<file path="config.mk">
export PLATFORM = sky130hd
export DESIGN_NAME = rev_core
export DESIGN_NICKNAME = d
export VERILOG_FILES = /design/src/rtl/rev_vector_arbiter.v /design/src/rtl/rev_core.v
export VERILOG_INCLUDE_DIRS = /design/src /design/src/rtl
export SDC_FILE = /design/constraint.sdc
export NUM_CORES = 1
export LEC_CHECK = 0
export ABC_AREA = 1
export BUFFER_PORTS_ARGS = -buffer_cell sky130_fd_sc_hd__buf_4
export CORE_MARGIN = 1.5
export CORE_UTILIZATION = 40
export CTS_BUF_LIST = sky130_fd_sc_hd__clkbuf_4 sky130_fd_sc_hd__clkbuf_8 sky130_fd_sc_hd__clkbuf_16
export DETAILED_ROUTE_END_ITERATION = 10
export PLACE_DENSITY = 0.68
export SLEW_MARGIN = 20
export SYNTH_ARGS = -nofsm -noshare
export SYNTH_HDL_FRONTEND = slang
export SYNTH_HIERARCHICAL = 1
export SYNTH_SLANG_ARGS = --single-unit
</file>
<file path="constraint.sdc">
create_clock -name clk -period 1.4 [get_ports clk]
set_input_delay 0 -clock clk [delete_from_list [all_inputs] [get_ports clk]]
set_output_delay 0 -clock clk [all_outputs]
set_load 0.01 [all_outputs]
</file>
<file path="src/rtl/rev_defines.vh">
// Register offsets, field positions, reset values and vector codes
// for the receive error and interrupt vectoring block.
`ifndef REV_DEFINES_VH
`define REV_DEFINES_VH

// Register offsets (word addresses on the processor register port)
`define REV_ADDR_VECTOR_HIGH_BYTE   4'h1
`define REV_ADDR_IRQ_SELECT_MASK    4'h2
`define REV_ADDR_FILL_PATTERN       4'h3
`define REV_ADDR_RX_ERROR_STATUS    4'h4
`define REV_ADDR_CONTROL            4'h8
`define REV_ADDR_EVENT_STATUS       4'h9
`define REV_ADDR_EVENT_ENABLE       4'ha
`define REV_ADDR_EVENT_CLEAR        4'hb
`define REV_ADDR_VECTOR_LOW         4'hc
`define REV_ADDR_VECTOR_HIGH        4'hd

// Receive error status fields
`define REV_ERR_RX_OFF_BIT          0
`define REV_ERR_MIDBIT_BIT          1
`define REV_ERR_ENDING_BIT          2
`define REV_ERR_PARITY_BIT          3
`define REV_ERR_OVERRUN_BIT         4

// Select and mask fields
`define REV_SEL_RSV_BIT             5
`define REV_SEL_RXSRC_LSB           6
`define REV_SEL_BIDIR_MASK_BIT      3

// Control register fields
`define REV_CTL_ERR_SELECT_BIT      0
`define REV_CTL_BIDIR_OUT_BIT       1

// Reset values
`define REV_RST_BYTE                8'h00
`define REV_RST_SEL_MASK            8'h00

// Receiver interrupt select codes
`define REV_RXSRC_FULL              2'b00
`define REV_RXSRC_AVAIL             2'b01

// Vector source codes
`define REV_VEC_NMI                 6'h1c
`define REV_VEC_RX                  6'h04
`define REV_VEC_TX                  6'h08
`define REV_VEC_LTA                 6'h0c
`define REV_VEC_BIDIR               6'h10
`define REV_VEC_TIMER               6'h14

// Receive word count at which a further frame overflows
`define REV_FIFO_WORDS              2'd3

// Event status bits
`define REV_EVT_ERROR               0
`define REV_EVT_OVERFLOW            1
`define REV_EVT_VECTOR              2

`endif

</file>
<file path="src/rtl/rev_vector_arbiter.v">
// Fixed priority arbiter building the interrupt vector word.
// Assumes pending and mask inputs are already registered.
`timescale 1ns/10ps
`include "rev_defines.vh"

module rev_vector_arbiter (
  input  wire [7:0]  base_byte,
  input  wire        nmi_pending,
  input  wire [4:0]  src_pending,
  input  wire [4:0]  src_mask,
  output reg         vec_valid,
  output reg  [15:0] vec_word
);

  reg [4:0] live;
  reg [5:0] code;

  always @* begin
    live      = src_pending & ~src_mask;
    code      = 6'h00;
    vec_valid = 1'b1;
    // NMI bypasses ranking and masking
    if (nmi_pending) begin
      code = `REV_VEC_NMI;
    end else if (live[0]) begin
      code = `REV_VEC_RX;
    end else if (live[1]) begin
      code = `REV_VEC_TX;
    end else if (live[2]) begin
      code = `REV_VEC_LTA;
    end else if (live[3]) begin
      code = `REV_VEC_BIDIR;
    end else if (live[4]) begin
      code = `REV_VEC_TIMER;
    end else begin
      vec_valid = 1'b0;
    end
    vec_word = {base_byte, 2'b00, code};
  end

endmodule // rev_vector_arbiter

</file>
<file path="src/rtl/rev_core.v">
// Receive error capture, interrupt select/mask registers and vectoring.
// Assumes error strobes from the receiver are one-cycle pulses on clk.
//
// The address-and-strobe port was left to the implementer.
`timescale 1ns/10ps
`include "rev_defines.vh"

// Operation
// - Overflow flag sets when a frame completes with three words unread and no buffer read that cycle.
// - Parity flag sets on any frame with odd overall parity.
// - Invalid-ending flag sets on bad closing code violation in those modes.
// - Lost-mid-bit flag sets when mid-bit transition misses its window.
// - Receiver-disabled flag sets when transmit starts on active receive unprotected.
// - All error flags clear on status read or transceiver reset.
// - Error status is read only, visible at offset 4 while select high.
// - Vector high byte comes from the base register.
// - Vector is base byte, two zeros, six-bit source code.
// - Receiver highest, then transmitter, turnaround, bidirectional, timer.
// - Select field 00 full-or-error, 01 available-or-error, 10 unused.
// - Bit 5 of select register is reserved, reads undefined.
// - Each mask bit high suppresses its own source.
// - Mask bit 3 drives bidirectional pin when that pin is output.
module rev_core (
  input  wire        clk,
  input  wire        reset_n,
  input  wire [3:0]  reg_addr,
  input  wire [7:0]  reg_wdata,
  input  wire        reg_wr,
  input  wire        reg_rd,
  output reg  [7:0]  reg_rdata,
  input  wire        frame_done,
  input  wire [1:0]  rx_words_unread,
  input  wire        rx_buffer_read,
  input  wire        frame_parity_odd,
  input  wire        ending_check_mode,
  input  wire        ending_bad,
  input  wire        mid_bit_missing,
  input  wire        tx_start,
  input  wire        rx_active,
  input  wire        receiver_protect_enable,
  input  wire        transceiver_reset_bit,
  input  wire        receive_buffer_full,
  input  wire        data_available,
  input  wire        nmi_req,
  input  wire        tx_irq,
  input  wire        lta_irq,
  input  wire        bidir_irq_in,
  input  wire        timer_irq,
  output reg         bidirectional_irq_pin_o,
  output reg         bidirectional_irq_pin_oe,
  output reg         irq_req,
  output reg  [15:0] irq_vector,
  output reg         irq_out
);

  // ********************************
  // Registers
  // ********************************
  reg [7:0]  vector_high_byte_r;
  reg [7:0]  sel_mask_r;
  reg [7:0]  fill_pattern_r;
  reg [4:0]  err_r;
  reg [1:0]  ctl_r;
  reg [2:0]  evt_r;
  reg [2:0]  evt_en_r;
  reg        rsv_toggle_r;
  wire       wr_vec_base;
  wire       wr_sel_mask;
  wire       wr_fill;
  wire       wr_control;
  wire       wr_evt_enable;
  reg [4:0]  err_nxt;
  reg [2:0]  evt_nxt;
  reg [4:0]  err_set;
  reg [7:0]  rdata_nxt;
  reg        rx_src;
  wire       vec_valid;
  wire [15:0] vec_word;
  wire [4:0] mask_eff;
  wire [4:0] pending;
  wire       err_sel;
  wire       bidir_out;
  wire       err_read;

  function hit;
    input [3:0] a;
    input [3:0] b;
    begin
      hit = (a == b);
    end
  endfunction

  assign err_sel   = ctl_r[`REV_CTL_ERR_SELECT_BIT];
  assign bidir_out = ctl_r[`REV_CTL_BIDIR_OUT_BIT];
  assign err_read  = reg_rd && err_sel && hit(reg_addr, `REV_ADDR_RX_ERROR_STATUS);
  assign wr_vec_base   = reg_wr && hit(reg_addr, `REV_ADDR_VECTOR_HIGH_BYTE);
  assign wr_sel_mask   = reg_wr && hit(reg_addr, `REV_ADDR_IRQ_SELECT_MASK);
  assign wr_fill       = reg_wr && hit(reg_addr, `REV_ADDR_FILL_PATTERN);
  assign wr_control    = reg_wr && hit(reg_addr, `REV_ADDR_CONTROL);
  assign wr_evt_enable = reg_wr && hit(reg_addr, `REV_ADDR_EVENT_ENABLE);

  // ********************************
  // Error capture
  // ********************************
  always @* begin
    err_set = 5'h00;
    // Third word unread and another frame lands before any read
    err_set[`REV_ERR_OVERRUN_BIT] = frame_done && (rx_words_unread == `REV_FIFO_WORDS)
                                    && !rx_buffer_read;
    err_set[`REV_ERR_PARITY_BIT]  = frame_done && frame_parity_odd;
    err_set[`REV_ERR_ENDING_BIT]  = ending_check_mode && ending_bad;
    err_set[`REV_ERR_MIDBIT_BIT]  = mid_bit_missing;
    err_set[`REV_ERR_RX_OFF_BIT]  = tx_start && rx_active && !receiver_protect_enable;
    err_nxt = err_r;
    if (err_read || transceiver_reset_bit) begin
      err_nxt = 5'h00;
    end
    // New error beats a simultaneous clear so it is not lost
    err_nxt = err_nxt | err_set;
  end

  // ********************************
  // Receiver source and masks
  // ********************************
  always @* begin
    case (sel_mask_r[`REV_SEL_RXSRC_LSB+1:`REV_SEL_RXSRC_LSB])
      `REV_RXSRC_FULL:  rx_src = receive_buffer_full || (err_r != 5'h00);
      `REV_RXSRC_AVAIL: rx_src = data_available || (err_r != 5'h00);
      default:        rx_src = 1'b0;
    endcase
  end

  // Mask bit 3 only masks while the bidirectional pin is an input
  assign mask_eff = {sel_mask_r[4], sel_mask_r[3] & ~bidir_out, sel_mask_r[2:0]};
  assign pending  = {timer_irq, bidir_out ? 1'b0 : bidir_irq_in, lta_irq, tx_irq, rx_src};

  rev_vector_arbiter u_arb (
    .base_byte   (vector_high_byte_r),
    .nmi_pending (nmi_req),
    .src_pending (pending),
    .src_mask    (mask_eff),
    .vec_valid   (vec_valid),
    .vec_word    (vec_word)
  );

  // ********************************
  // Event status
  // ********************************
  always @* begin
    evt_nxt = evt_r;
    if (reg_wr && hit(reg_addr, `REV_ADDR_EVENT_CLEAR)) begin
      evt_nxt = evt_r & ~reg_wdata[2:0];
    end
    evt_nxt[`REV_EVT_ERROR]    = evt_nxt[`REV_EVT_ERROR] | (err_set != 5'h00);
    evt_nxt[`REV_EVT_OVERFLOW] = evt_nxt[`REV_EVT_OVERFLOW] | err_set[`REV_ERR_OVERRUN_BIT];
    evt_nxt[`REV_EVT_VECTOR]   = evt_nxt[`REV_EVT_VECTOR] | (vec_valid & ~irq_req);
  end

  // ********************************
  // Read mux
  // ********************************
  always @* begin
    rdata_nxt = 8'h00;
    if (hit(reg_addr, `REV_ADDR_VECTOR_HIGH_BYTE)) begin
      rdata_nxt = vector_high_byte_r;
    end else if (hit(reg_addr, `REV_ADDR_IRQ_SELECT_MASK)) begin
      rdata_nxt = sel_mask_r;
      // Reserved bit reads a free-running toggle, not the stored value
      rdata_nxt[`REV_SEL_RSV_BIT] = rsv_toggle_r;
    end else if (hit(reg_addr, `REV_ADDR_FILL_PATTERN)) begin
      rdata_nxt = fill_pattern_r;
    end else if (hit(reg_addr, `REV_ADDR_RX_ERROR_STATUS)) begin
      rdata_nxt = err_sel ? {3'b000, err_r} : 8'h00;
    end else if (hit(reg_addr, `REV_ADDR_CONTROL)) begin
      rdata_nxt = {6'h00, ctl_r};
    end else if (hit(reg_addr, `REV_ADDR_EVENT_STATUS)) begin
      rdata_nxt = {5'h00, evt_r};
    end else if (hit(reg_addr, `REV_ADDR_EVENT_ENABLE)) begin
      rdata_nxt = {5'h00, evt_en_r};
    end else if (hit(reg_addr, `REV_ADDR_VECTOR_LOW)) begin
      rdata_nxt = irq_vector[7:0];
    end else if (hit(reg_addr, `REV_ADDR_VECTOR_HIGH)) begin
      rdata_nxt = irq_vector[15:8];
    end
  end

  // ********************************
  // Software registers
  // ********************************
  always @(posedge clk or negedge reset_n) begin
    if (!reset_n) begin
      vector_high_byte_r <= `REV_RST_BYTE;
    end else if (wr_vec_base) begin
      vector_high_byte_r <= reg_wdata;
    end
  end

  always @(posedge clk or negedge reset_n) begin
    if (!reset_n) begin
      sel_mask_r <= `REV_RST_SEL_MASK;
    end else if (wr_sel_mask) begin
      sel_mask_r <= reg_wdata;
    end
  end

  always @(posedge clk or negedge reset_n) begin
    if (!reset_n) begin
      fill_pattern_r <= `REV_RST_BYTE;
    end else if (wr_fill) begin
      fill_pattern_r <= reg_wdata;
    end
  end

  always @(posedge clk or negedge reset_n) begin
    if (!reset_n) begin
      ctl_r <= 2'b00;
    end else if (wr_control) begin
      ctl_r <= reg_wdata[1:0];
    end
  end

  always @(posedge clk or negedge reset_n) begin
    if (!reset_n) begin
      evt_en_r <= 3'b000;
    end else if (wr_evt_enable) begin
      evt_en_r <= reg_wdata[2:0];
    end
  end

  // ********************************
  // Flags and events
  // ********************************
  always @(posedge clk or negedge reset_n) begin
    if (!reset_n) begin
      err_r <= 5'h00;
    end else begin
      err_r <= err_nxt;
    end
  end

  always @(posedge clk or negedge reset_n) begin
    if (!reset_n) begin
      evt_r <= 3'b000;
    end else begin
      evt_r <= evt_nxt;
    end
  end

  always @(posedge clk or negedge reset_n) begin
    if (!reset_n) begin
      rsv_toggle_r <= 1'b0;
    end else begin
      rsv_toggle_r <= ~rsv_toggle_r;
    end
  end

  // ********************************
  // Read data
  // ********************************
  always @(posedge clk or negedge reset_n) begin
    if (!reset_n) begin
      reg_rdata <= 8'h00;
    end else begin
      reg_rdata <= reg_rd ? rdata_nxt : 8'h00;
    end
  end

  // ********************************
  // Outputs
  // ********************************
  always @(posedge clk or negedge reset_n) begin
    if (!reset_n) begin
      bidirectional_irq_pin_o <= 1'b0;
    end else begin
      bidirectional_irq_pin_o <= bidir_out & sel_mask_r[`REV_SEL_BIDIR_MASK_BIT];
    end
  end

  always @(posedge clk or negedge reset_n) begin
    if (!reset_n) begin
      bidirectional_irq_pin_oe <= 1'b0;
    end else begin
      bidirectional_irq_pin_oe <= bidir_out;
    end
  end

  always @(posedge clk or negedge reset_n) begin
    if (!reset_n) begin
      irq_req <= 1'b0;
    end else begin
      irq_req <= vec_valid;
    end
  end

  always @(posedge clk or negedge reset_n) begin
    if (!reset_n) begin
      irq_vector <= 16'h0000;
    end else begin
      irq_vector <= vec_word;
    end
  end

  // Next status used so the line rises with its status bit
  always @(posedge clk or negedge reset_n) begin
    if (!reset_n) begin
      irq_out <= 1'b0;
    end else begin
      irq_out <= |(evt_nxt & evt_en_r);
    end
  end

endmodule // rev_core

</file>
After elaboration in Yosys (flattened, before gate mapping)
Index checks and enable logic that the tools add are counted.
- divide/modulo/power cells: 0
- $lt $le $gt $ge: 0
- reductions and logical operators: 23
- equality and inequality tests: 12
- multiply operators: 0
- $add $sub $neg: 0
- shifts and indexed selects: 0
- bitwise operators: 15
- mux-type cells: 27
- operator list (operator ; number):
    2-to-1 mux 8 bit ; 10
    2-to-1 mux 6 bit ; 5
    == test 4 bit (second input constant) ; 6
    2-to-1 mux 5 bit ; 3
    logical AND 1 bit ; 14
    nonzero test 5 bit ; 2
    == test 4 x 2 -> 1 bit (second input constant) ; 2
    2-to-1 mux 1 bit ; 7
    AND 3 bit ; 2
    AND 5 bit ; 1
    NOT 5 bit ; 1
    OR 5 bit ; 1
    == test 4 x 1 -> 1 bit (second input constant) ; 1
    == test 4 x 3 -> 1 bit (second input constant) ; 1
    AND 1 bit ; 3
    logical OR 1 bit ; 3
    2-to-1 mux 3 bit ; 1
    NOT 1 bit ; 3
    NOT 3 bit ; 1
    OR 1 bit ; 3
    OR reduction 3 bit ; 1
    == test 2 x 1 -> 1 bit (second input constant) ; 1
    == test 2 bit (second input constant) ; 1
    logical NOT 1 bit ; 2
    2 further kinds ; 2
- output and inout port bits: 28
- RAM bits: 0
- memories kept: 0
- bits in registers: 64
- latch bits: 0
- word-level logic and storage cells: 91
- bits of input ports: 35
- ROM bits: 0

Logic depth before layout (Yosys ltp)
Gate-level depths: netlist of run 1.
- word-level depth: 14
- mapped depth: 11
- mapped depth without buffers: 11

Cells and area by module
The synthesis of run 1 kept the hierarchy.
- modules (own cells, without submodules) (module ; instances ; area each (sq um) ; sequential area each (sq um) ; cells an instance):
    rev_core ; 1 ; 2801.4 ; 1626.6 ; 311
    rev_vector_arbiter ; 1 ; 211.5 ; 0.0 ; 39

Worst setup path before layout of run 1
Ideal clock, no wire load.
- kind: reg-to-reg
- from: register sel_mask_r[6]
- to: register irq_out
- slack: 0.043 ns
- period minus slack after synthesis: 1.357 ns
- buffers on the path: 0
- required time: 1.332 ns
- cell stages (with the launch flop): 12
- data arrival time: 1.288 ns
- library setup time: 0.068 ns
- cells stage by stage: dfrtp_1 -> inv_1 -> a21oi_1 -> a31oi_1 -> inv_1 -> nor2_1 -> nor2_2 -> nand2_1 -> inv_1 -> o21ai_0 -> nand2_1 -> nand3_1
- cells in the longest elaborated chain, start to end: 9
- elaborated cells on any way between the ends: 10
- classes of those cells: eq/ne: 1; mux: 3; bitwise: 4; reduce/logical: 2
- ends and longest elaborated chain (what ; line ; text):
    from (decl) ; rev_core.v:60 ; reg [7:0] sel_mask_r;
    from (signal assigned) ; rev_core.v:200 ; sel_mask_r <= `REV_RST_SEL_MASK;
    from (signal assigned) ; rev_core.v:202 ; sel_mask_r <= reg_wdata;
    == test 2 x 1 -> 1 bit or logical NOT 2 bit (tied branches) ; rev_core.v:126 ; case (sel_mask_r[`REV_SEL_RXSRC_LSB+1:`REV_SEL_RXSRC_LSB])
    one-hot mux 1 bit (2 select lines) (*) ; rev_core.v:126 ;
    named net pending[0] ; rev_core.v:80 ; wire [4:0] pending;
    AND 5 bit (*) ; rev_vector_arbiter.v:19 ; live = src_pending & ~src_mask;
    2-to-1 mux 1 bit (*) ; rev_vector_arbiter.v:25 ; end else if (live[0]) begin
    2-to-1 mux 1 bit (*) ; rev_vector_arbiter.v:23 ; if (nmi_pending) begin
    named net vec_valid ; rev_core.v:77 ; wire vec_valid;
    AND 1 bit (*) ; rev_core.v:156 ; evt_nxt[`REV_EVT_VECTOR] = evt_nxt[`REV_EVT_VECTOR] | (vec_valid & ~irq_req);
    OR 1 bit (*) ; rev_core.v:156 ;
    named net evt_nxt[2] ; rev_core.v:73 ; reg [2:0] evt_nxt;
    AND 3 bit (*) ; rev_core.v:308 ; irq_out <= |(evt_nxt & evt_en_r);
    OR reduction 3 bit (*) ; rev_core.v:308 ;
    to (signal assigned) ; rev_core.v:308 ;
    to (decl) ; rev_core.v:53 ; output reg irq_out
The timed path passes the listed nets; every way through them passes the cells marked *.
A chain may end at the register's enable or synchronous reset.

Worst setup path in the final report of run 1
- from: register err_r[0]
- to: register irq_out
- cells in the longest elaborated chain, start to end: 10
- elaborated cells on any way between the ends: 11
- classes of those cells: mux: 3; bitwise: 4; reduce/logical: 4
- ends and longest elaborated chain (what ; line ; text):
    from (decl) ; rev_core.v:62 ; reg [4:0] err_r;
    from (signal assigned) ; rev_core.v:237 ; err_r <= err_nxt;
    nonzero test 5 bit (*) ; rev_core.v:127, rev_core.v:128 ;
    logical OR 1 bit, on equally long branches ; rev_core.v:128, rev_core.v:127 ;
    one-hot mux 1 bit (2 select lines) (*) ; rev_core.v:126 ;
    named net pending[0] ; rev_core.v:80 ;
    AND 5 bit (*) ; rev_vector_arbiter.v:19 ;
    2-to-1 mux 1 bit (*) ; rev_vector_arbiter.v:25 ;
    2-to-1 mux 1 bit (*) ; rev_vector_arbiter.v:23 ;
    named net vec_valid ; rev_core.v:77 ;
    AND 1 bit (*) ; rev_core.v:156 ;
    OR 1 bit (*) ; rev_core.v:156 ;
    named net evt_nxt[2] ; rev_core.v:73 ;
    AND 3 bit (*) ; rev_core.v:308 ;
    OR reduction 3 bit (*) ; rev_core.v:308 ;
Marks and branches as above.

==> reports/qor.log, run 1 <==
INFO  placement      post-dp-hpwl=5170um
INFO  power          power-per-cell-area=1250mW/mm^2
INFO  clocking       clock_root_buffer_master=clkbuf_8
INFO  synthesis      synth.top_cell.area_share=54.0%
INFO  die            rows=31
INFO  synthesis      avgSynthCellArea=8.61um^2
INFO  final_layout   multi_input_comb_area=0.00108mm^2
INFO  critical_path  worst-endpoint-required=1630ps
INFO  route          routed-via-count=2567
INFO  critical_path  crit_arrival=1610ps
INFO  synthesis      ys_seq_elements=65
INFO  final_layout   layout.cells.most_common=nand2_1
INFO  sta            max_freq=725MHz
INFO  critical_path  crit_path_end_kind=register
INFO  die            top_level_pins=63
INFO  grt            grt_antenna_before_repair=0
INFO  sta            timing.final.hold_violations=0
INFO  synthesis      yosys_warnings=6
INFO  sta            worst-slew-pin-transition=555ps
INFO  route          drt_pre_antenna_iters=4
INFO  route          detail_route.vias_per_cell=4.68
INFO  clocking       htree_num_levels=3
INFO  die            dieArea=0.00806mm^2
INFO  power          sw_frac_of_total=27.6%
INFO  sta            layout_worst_path_cycle_share=98.5%
INFO  route          detail_route.wirelength=7280um
INFO  sta            setup_repair_after_global_routing_missed_its_margin=true
INFO  route          drc=0
INFO  power          power.share.sequential=47.1%
INFO  synthesis      synth_async_sr_flop_share=100%
INFO  power          power.internal=3.65mW
INFO  power          total_switching_power=1.39mW
INFO  critical_path  worstSetupPathType=register to register
INFO  synthesis      syn-cell-area=0.00301mm^2
INFO  synthesis      ys_types=28
INFO  clocking       clk-insertion-delay-late=350ps
INFO  status         run_status=complete, no violations
INFO  final_layout   syn2layout_area_growth=34.0%
INFO  placement      routabilityCongestion=0.889
INFO  placement      port_buffers=62
INFO  synthesis      synth_largest_area_cell=dfrtp_1
INFO  synthesis      synth_cells=350
INFO  critical_path  critical_path_buf_inv_count=2
INFO  power          static-leakage-power=2.10nW
INFO  final_layout   layout_common_cells=nand2_1, buf_4, dfrtp_1
INFO  clocking       total_number_of_clock_tree_sinks=65
INFO  route          detail_route.iter0.violations=156
INFO  grt            grt_first_pass_wirelength=12400um
INFO  critical_path  critPathSlowestCell=dfrtp_1
INFO  final_layout   utilization=55.7%
INFO  power          worst_ir_drop_on_vdd=0.000466V
INFO  clocking       clock_slew_seen_by_the_registers_of_the_worst_setup_and_hold_paths=70ps
INFO  critical_path  cp_cell_sequence=nor3_2 -> a31oi_1 -> inv_1 -> nor2_2 -> nor2_2 -> nand2_1 -> inv_1 -> o21ai_2 -> nand2_1 -> nand3_1
INFO  final_layout   seq_area=0.00163mm^2
INFO  clocking       cts-buffers-inserted=9
INFO  grt            grt-ovfl-total=0
INFO  final_layout   filler_cell_count=667
INFO  synthesis      synth_sequential_area_ratio=54.0%
INFO  critical_path  worst_path_dominant_cell_family=simple AND/OR/NAND/NOR gates
INFO  route          routedWlPerCell=13.3um
INFO  critical_path  crit_path_start_kind=register
INFO  grt            grt_max_degree=66
INFO  synthesis      yosys-top-cells-area=dfrtp_1, nand2_1, inv_1, o21ai_0, o21ai_2
INFO  power          share_clk_of_total_power=33.8%
INFO  route          postRouteAntennaNets=0
INFO  grt            grt_pass1_vias=2634
INFO  power          fin_total_pwr=5.05mW
INFO  die            die_height=89.8um
INFO  die            die_w=89.8um
INFO  final_layout   antenna_cells_inserted=0
INFO  power          pwr-share-comb=19.1%
INFO  die            starting_density_of_the_core=41.5%
INFO  synthesis      synth_enable_flop_cells=0
INFO  grt            groute.usage.overall=19.7%
INFO  sta            report.final.setup_viol=0
INFO  sta            clk_skew=8.28ps
INFO  sta            drv_slew=0
INFO  die            design.core.area=0.00725mm^2
INFO  sta            relSlewSlack=62.9%
INFO  worst_hold_path min_path_type=primary input to register
INFO  flow_run       timing.max_cap.violations=0
INFO  synthesis      top_ff_cell_synth=dfrtp_1
INFO  final_layout   layout-drive-gt1-share=29.0%
INFO  sta            finalWorstPathRequiredPeriod=1380ps
INFO  clocking       maximum_buffer_depth_of_the_clock_tree=2
INFO  final_layout   finish.net_count=479
INFO  critical_path  crit_fanout=2
INFO  critical_path  max_stage_delay=380ps
INFO  clocking       tritoncts=done
[synthesized netlist by cell type (2+ instances only)]
cell type	count
o21ai_0	32
nor2_1	15
nand3_1	10
inv_1	51
nand2_2	4
inv_2	2
buf_6	3
dfrtp_1	65
nor2_2	6
nand2_1	99
a31oi_1	4
nand4_1	7
a21oi_1	8
o21ai_2	16
buf_4	14
nor3_1	2
[flip-flops by register name, indices dropped and copies added (netlist names)]
signal,count
bidirectional_irq_pin_o,1
bidirectional_irq_pin_oe,1
ctl_r,2
err_r,5
evt_en_r,3
evt_r,3
fill_pattern_r,8
irq_out,1
irq_req,1
irq_vector,16
reg_rdata,8
rsv_toggle_r,1
sel_mask_r,7
vector_high_byte_r,8
[power groups by stage]
stage	registers, mW	clock network [mW]	logic [mW]
global route	2.41	1.81	1.08
finish	2.37	1.71	0.966
CTS	2.37	1.73	0.941
global placement	2.39	0	0.868
detailed placement	2.40	0	0.883
floorplan	2.40	0	0.483
[logic make-up after synthesis]
group                  share of synthesized area (%)
AND/OR/NAND/NOR                                 21.5
flip-flops                                      54.0
buffers and inverters                           11.4
AO/OA/AOI/OAI                                   13.0
other                                          0.124
[tightest hold or removal path, stage by stage]
cell and delay, ps:
buf_4 80, nor2_1 30, nand3_1 110, nand2_1 80
[cell type report]
class	count	share of cell area (%)
Sequential cell	65	40.3
Inverter	53	4.93
Clock inverter	2	0.868
Timing Repair Buffer	97	19.7
Multi-Input combinational cell	218	26.7
Tap cell	99	3.07
Clock buffer	14	4.46
[path summary, 6_finish.rpt]
path                                  startpoint        endpoint  slack, ps  cells after the start
min reg2reg                vector_high_byte_r[7]  irq_vector[15]        400                      0
max in group asynchronous                reset_n        ctl_r[0]        920                      3
max                                     err_r[0]         irq_out         20                     10
max reg2reg                             err_r[0]         irq_out         20                     10
min in group asynchronous                reset_n   irq_vector[6]        190                      3
min                               rx_buffer_read        evt_r[1]          2                      4
[metal layers]
layer | track usage [%] | routed length, um
met1 | 25.5 | 3310
met2 | 30.7 | 3460
met5 | 0 | 0
met4 | 11.8 | 171
met3 | 3.81 | 345
[metrics by stage]
stage | instances | hold WS, ps | setup TNS (ps) | worst slack (ps) | instance area [um^2]
2_1_floorplan | 354 | -296 | 0 | 43.5 | 3030
6_report | 548 | 2.28 | 0 | 21.1 | 4040
3_3_place_gp | 508 | 25.0 | -16.0 | -16.0 | 3570
3_5_place_dp | 508 | 27.0 | -63.0 | -63.0 | 3570
5_1_grt | 548 | 42.0 | -131 | -102 | 4040
4_1_cts | 546 | 1.60 | 0 | 13.9 | 4010
[timing repair]
item                                    in CTS  in global routing
hold buffers                                22                  0
endpoints found under the setup margin       1                  4
pin swaps                                    0                  9
buffers inserted                             0                  2
cloned                                       0                  0
resized for setup                            3                  5
hold endpoints to repair                    95                  0
No activity file was read; power rests on OpenSTA's default activity.
==> run 2: changes to the inputs <==
==> constraint.sdc (replaced) <==
create_clock -name clk -period 1.1 [get_ports clk]
set_input_delay 0 -clock clk [delete_from_list [all_inputs] [get_ports clk]]
set_output_delay 0 -clock clk [all_outputs]
set_load 0.01 [all_outputs]
==> reports/qor.log, run 2 (synthesized netlist as in run 1, its figures left out) <==
INFO  power          power.share.sequential=46.2%
INFO  worst_hold_path hold_end=evt_r[1]
INFO  status         failing_checks=negative setup slack
INFO  final_layout   largest_register_ffs=16
INFO  sta            report.final.setup_viol=8
INFO  clocking       clock_slew_seen_by_the_registers_of_the_worst_setup_and_hold_paths=70ps
INFO  critical_path  ff2ff_setup_slack=-280ps
INFO  critical_path  max_stage_delay=390ps
INFO  final_layout   largest-register=irq_vector
INFO  power          total_switching_power=1.82mW
INFO  die            dieArea=0.00806mm^2
INFO  route          postRouteAntennaNets=0
INFO  critical_path  critPathSlowestCell=dfrtp_1
INFO  power          fin_total_pwr=6.48mW
INFO  critical_path  cp_cell_sequence=nor3_2 -> a31oi_1 -> inv_1 -> nor2_2 -> nor2_2 -> nand2_1 -> inv_1 -> o21ai_2 -> nand2_1 -> nand3_1
INFO  power          static-leakage-power=2.21nW
INFO  power          share_clk_of_total_power=31.8%
INFO  placement      routabilityCongestion=0.840
INFO  clocking       total_number_of_clock_tree_sinks=65
INFO  sta            layout_worst_path_cycle_share=126%
INFO  power          pwr-share-comb=21.9%
INFO  grt            grt_antenna_before_repair=0
INFO  critical_path  worst-endpoint-required=1340ps
INFO  die            rows=31
INFO  critical_path  cp-startpoint=err_r[0]
INFO  route          wl_met1=3330um
INFO  sta            final_critical_path_setup_slack=-283ps
INFO  sta            finalWorstPathRequiredPeriod=1380ps
INFO  placement      placed_cells=522
INFO  critical_path  crit_path_start_kind=register
INFO  grt            groute.usage.overall=19.6%
INFO  clocking       htree_num_levels=3
INFO  route          drt_pre_antenna_iters=5
INFO  route          detail_route.wirelength=7560um
INFO  critical_path  worstSetupPathType=register to register
INFO  die            top_level_pins=63
INFO  power          sw_frac_of_total=28.2%
INFO  die            design.core.area=0.00725mm^2
INFO  flow_run       timing.max_cap.violations=0
INFO  route          met3_length=321um
INFO  final_layout   layout.cells.most_common=nand2_1
INFO  die            starting_density_of_the_core=41.5%
INFO  final_layout   filler_cell_count=656
INFO  final_layout   multi_input_comb_area=0.00111mm^2
INFO  critical_path  reg2reg_from=err_r[0]
INFO  sta            timing.final.hold_violations=0
INFO  die            die_w=89.8um
INFO  final_layout   syn2layout_area_growth=40.3%
INFO  power          worst_ir_drop_on_vdd=0.000613V
INFO  final_layout   final-instance-count-excl-fill=565
INFO  worst_hold_path hold_path_startpoint=rx_words_unread[1]
INFO  clocking       clock_root_buffer_master=clkbuf_8
INFO  placement      post-dp-hpwl=5320um
INFO  grt            grt_first_pass_wirelength=12200um
INFO  route          detail_route.vias_per_cell=4.80
INFO  clocking       clk-insertion-delay-late=350ps
INFO  critical_path  reg2reg_depth=10
INFO  final_layout   layout_common_cells=nand2_1, buf_4, dfrtp_1
INFO  die            die_height=89.8um
INFO  power          power-per-cell-area=1530mW/mm^2
INFO  route          detail_route.iter0.violations=161
INFO  critical_path  crit_fanout=2
INFO  final_layout   utilization=58.3%
INFO  sta            max_freq=723MHz
INFO  placement      port_buffers=62
INFO  route          routedWlPerCell=13.4um
INFO  grt            grt_max_degree=30
INFO  sta            finalHoldWorstSlack=11.2ps
INFO  clocking       maximum_buffer_depth_of_the_clock_tree=2
INFO  grt            grt-ovfl-total=0
INFO  route          top_layer=met4
INFO  power          power.internal=4.65mW
INFO  grt            grt_pass1_vias=2627
INFO  sta            clk_skew=6.10ps
INFO  route          met2_wirelength=3710um
INFO  worst_hold_path hold_depth=3
INFO  worst_hold_path min_path_type=primary input to register
INFO  clocking       tritoncts=done
INFO  sta            drv_slew=0
INFO  critical_path  crit_path_end_kind=register
INFO  final_layout   finish.net_count=497
INFO  status         run_status=finished with violations
INFO  final_layout   layout-drive-gt1-share=32.4%
INFO  final_layout   seq_area=0.00163mm^2
INFO  route          drc=0
INFO  final_layout   antenna_cells_inserted=0
INFO  critical_path  reg2reg_to=irq_out
INFO  route          routed-via-count=2712
INFO  sta            setup_repair_after_global_routing_missed_its_margin=true
INFO  clocking       cts-buffers-inserted=9
INFO  critical_path  crit_arrival=1620ps
==> run 2: cell count changes in the layout (fill, tap and decap cells not counted), sizes merged <==
cell | before | now
clkbuf | 14 | 12
clkinv | 1 | 2
buf | 75 | 93
==> run 2: worst max path at each step <==
stage | slack, ps | endpoint
floorplan | -160 | irq_out
global placement | -220 | irq_out
detailed placement | -270 | irq_out
CTS | -220 | irq_out
global route | -420 | irq_out
finish | -280 | irq_out
==> run 2: power by group through the flow <==
stage	Combinational (mW)	Sequential, mW	Clock, mW
2_1_floorplan	0.619	3.06	0
3_3_place_gp	1.22	3.02	0
3_5_place_dp	1.24	3.03	0
4_1_cts	1.35	2.99	2.08
5_1_grt	1.57	3.05	2.19
6_report	1.42	3.00	2.06
==> run 2: what timing repair did <==
| item | in CTS | in global routing |
|---|---|---|
| hold buffers | 22 | 0 |
| pin swaps | 2 | 6 |
| resized for setup | 4 | 10 |
| setup buffers | 3 | 4 |
| hold endpoints to repair | 94 | 0 |
| endpoints found under the setup margin | 6 | 11 |
==> run 2: stage by stage <==
stage | setup TNS, ps | setup WS [ps] | cell area (um^2)
2_1_floorplan | -229 | -165 | 3030
3_3_place_gp | -418 | -219 | 3710
3_5_place_dp | -628 | -266 | 3710
4_1_cts | -473 | -222 | 4170
5_1_grt | -1790 | -421 | 4230
6_report | -855 | -283 | 4230
==> run 2: critical path: cells and delay by family (launching register included) <==
kind | cells | cell delay, ps
DFF | 1 | 390
and+or+nand+nor | 6 | 590
buffers and inverters | 2 | 160
AOI/OAI and AO/OA | 2 | 140
==> run 2: layer usage <==
| layer | global-route usage, % | vias up |
|---|---|---|
| met5 | 0 | - |
| met1 | 25.2 | 1303 |
| met4 | 9.66 | 0 |
| met2 | 31.6 | 77 |
| li1 | - | 1311 |
| met3 | 3.81 | 21 |
==> run 2: cell type report <==
type,count,area share (%)
timing repair buffer,115,23.0
inverter,53,4.71
clock buffer,12,3.76
clock inverter,3,0.947
tap,99,2.93
sequential,65,38.5
multi-input combinational,218,26.2
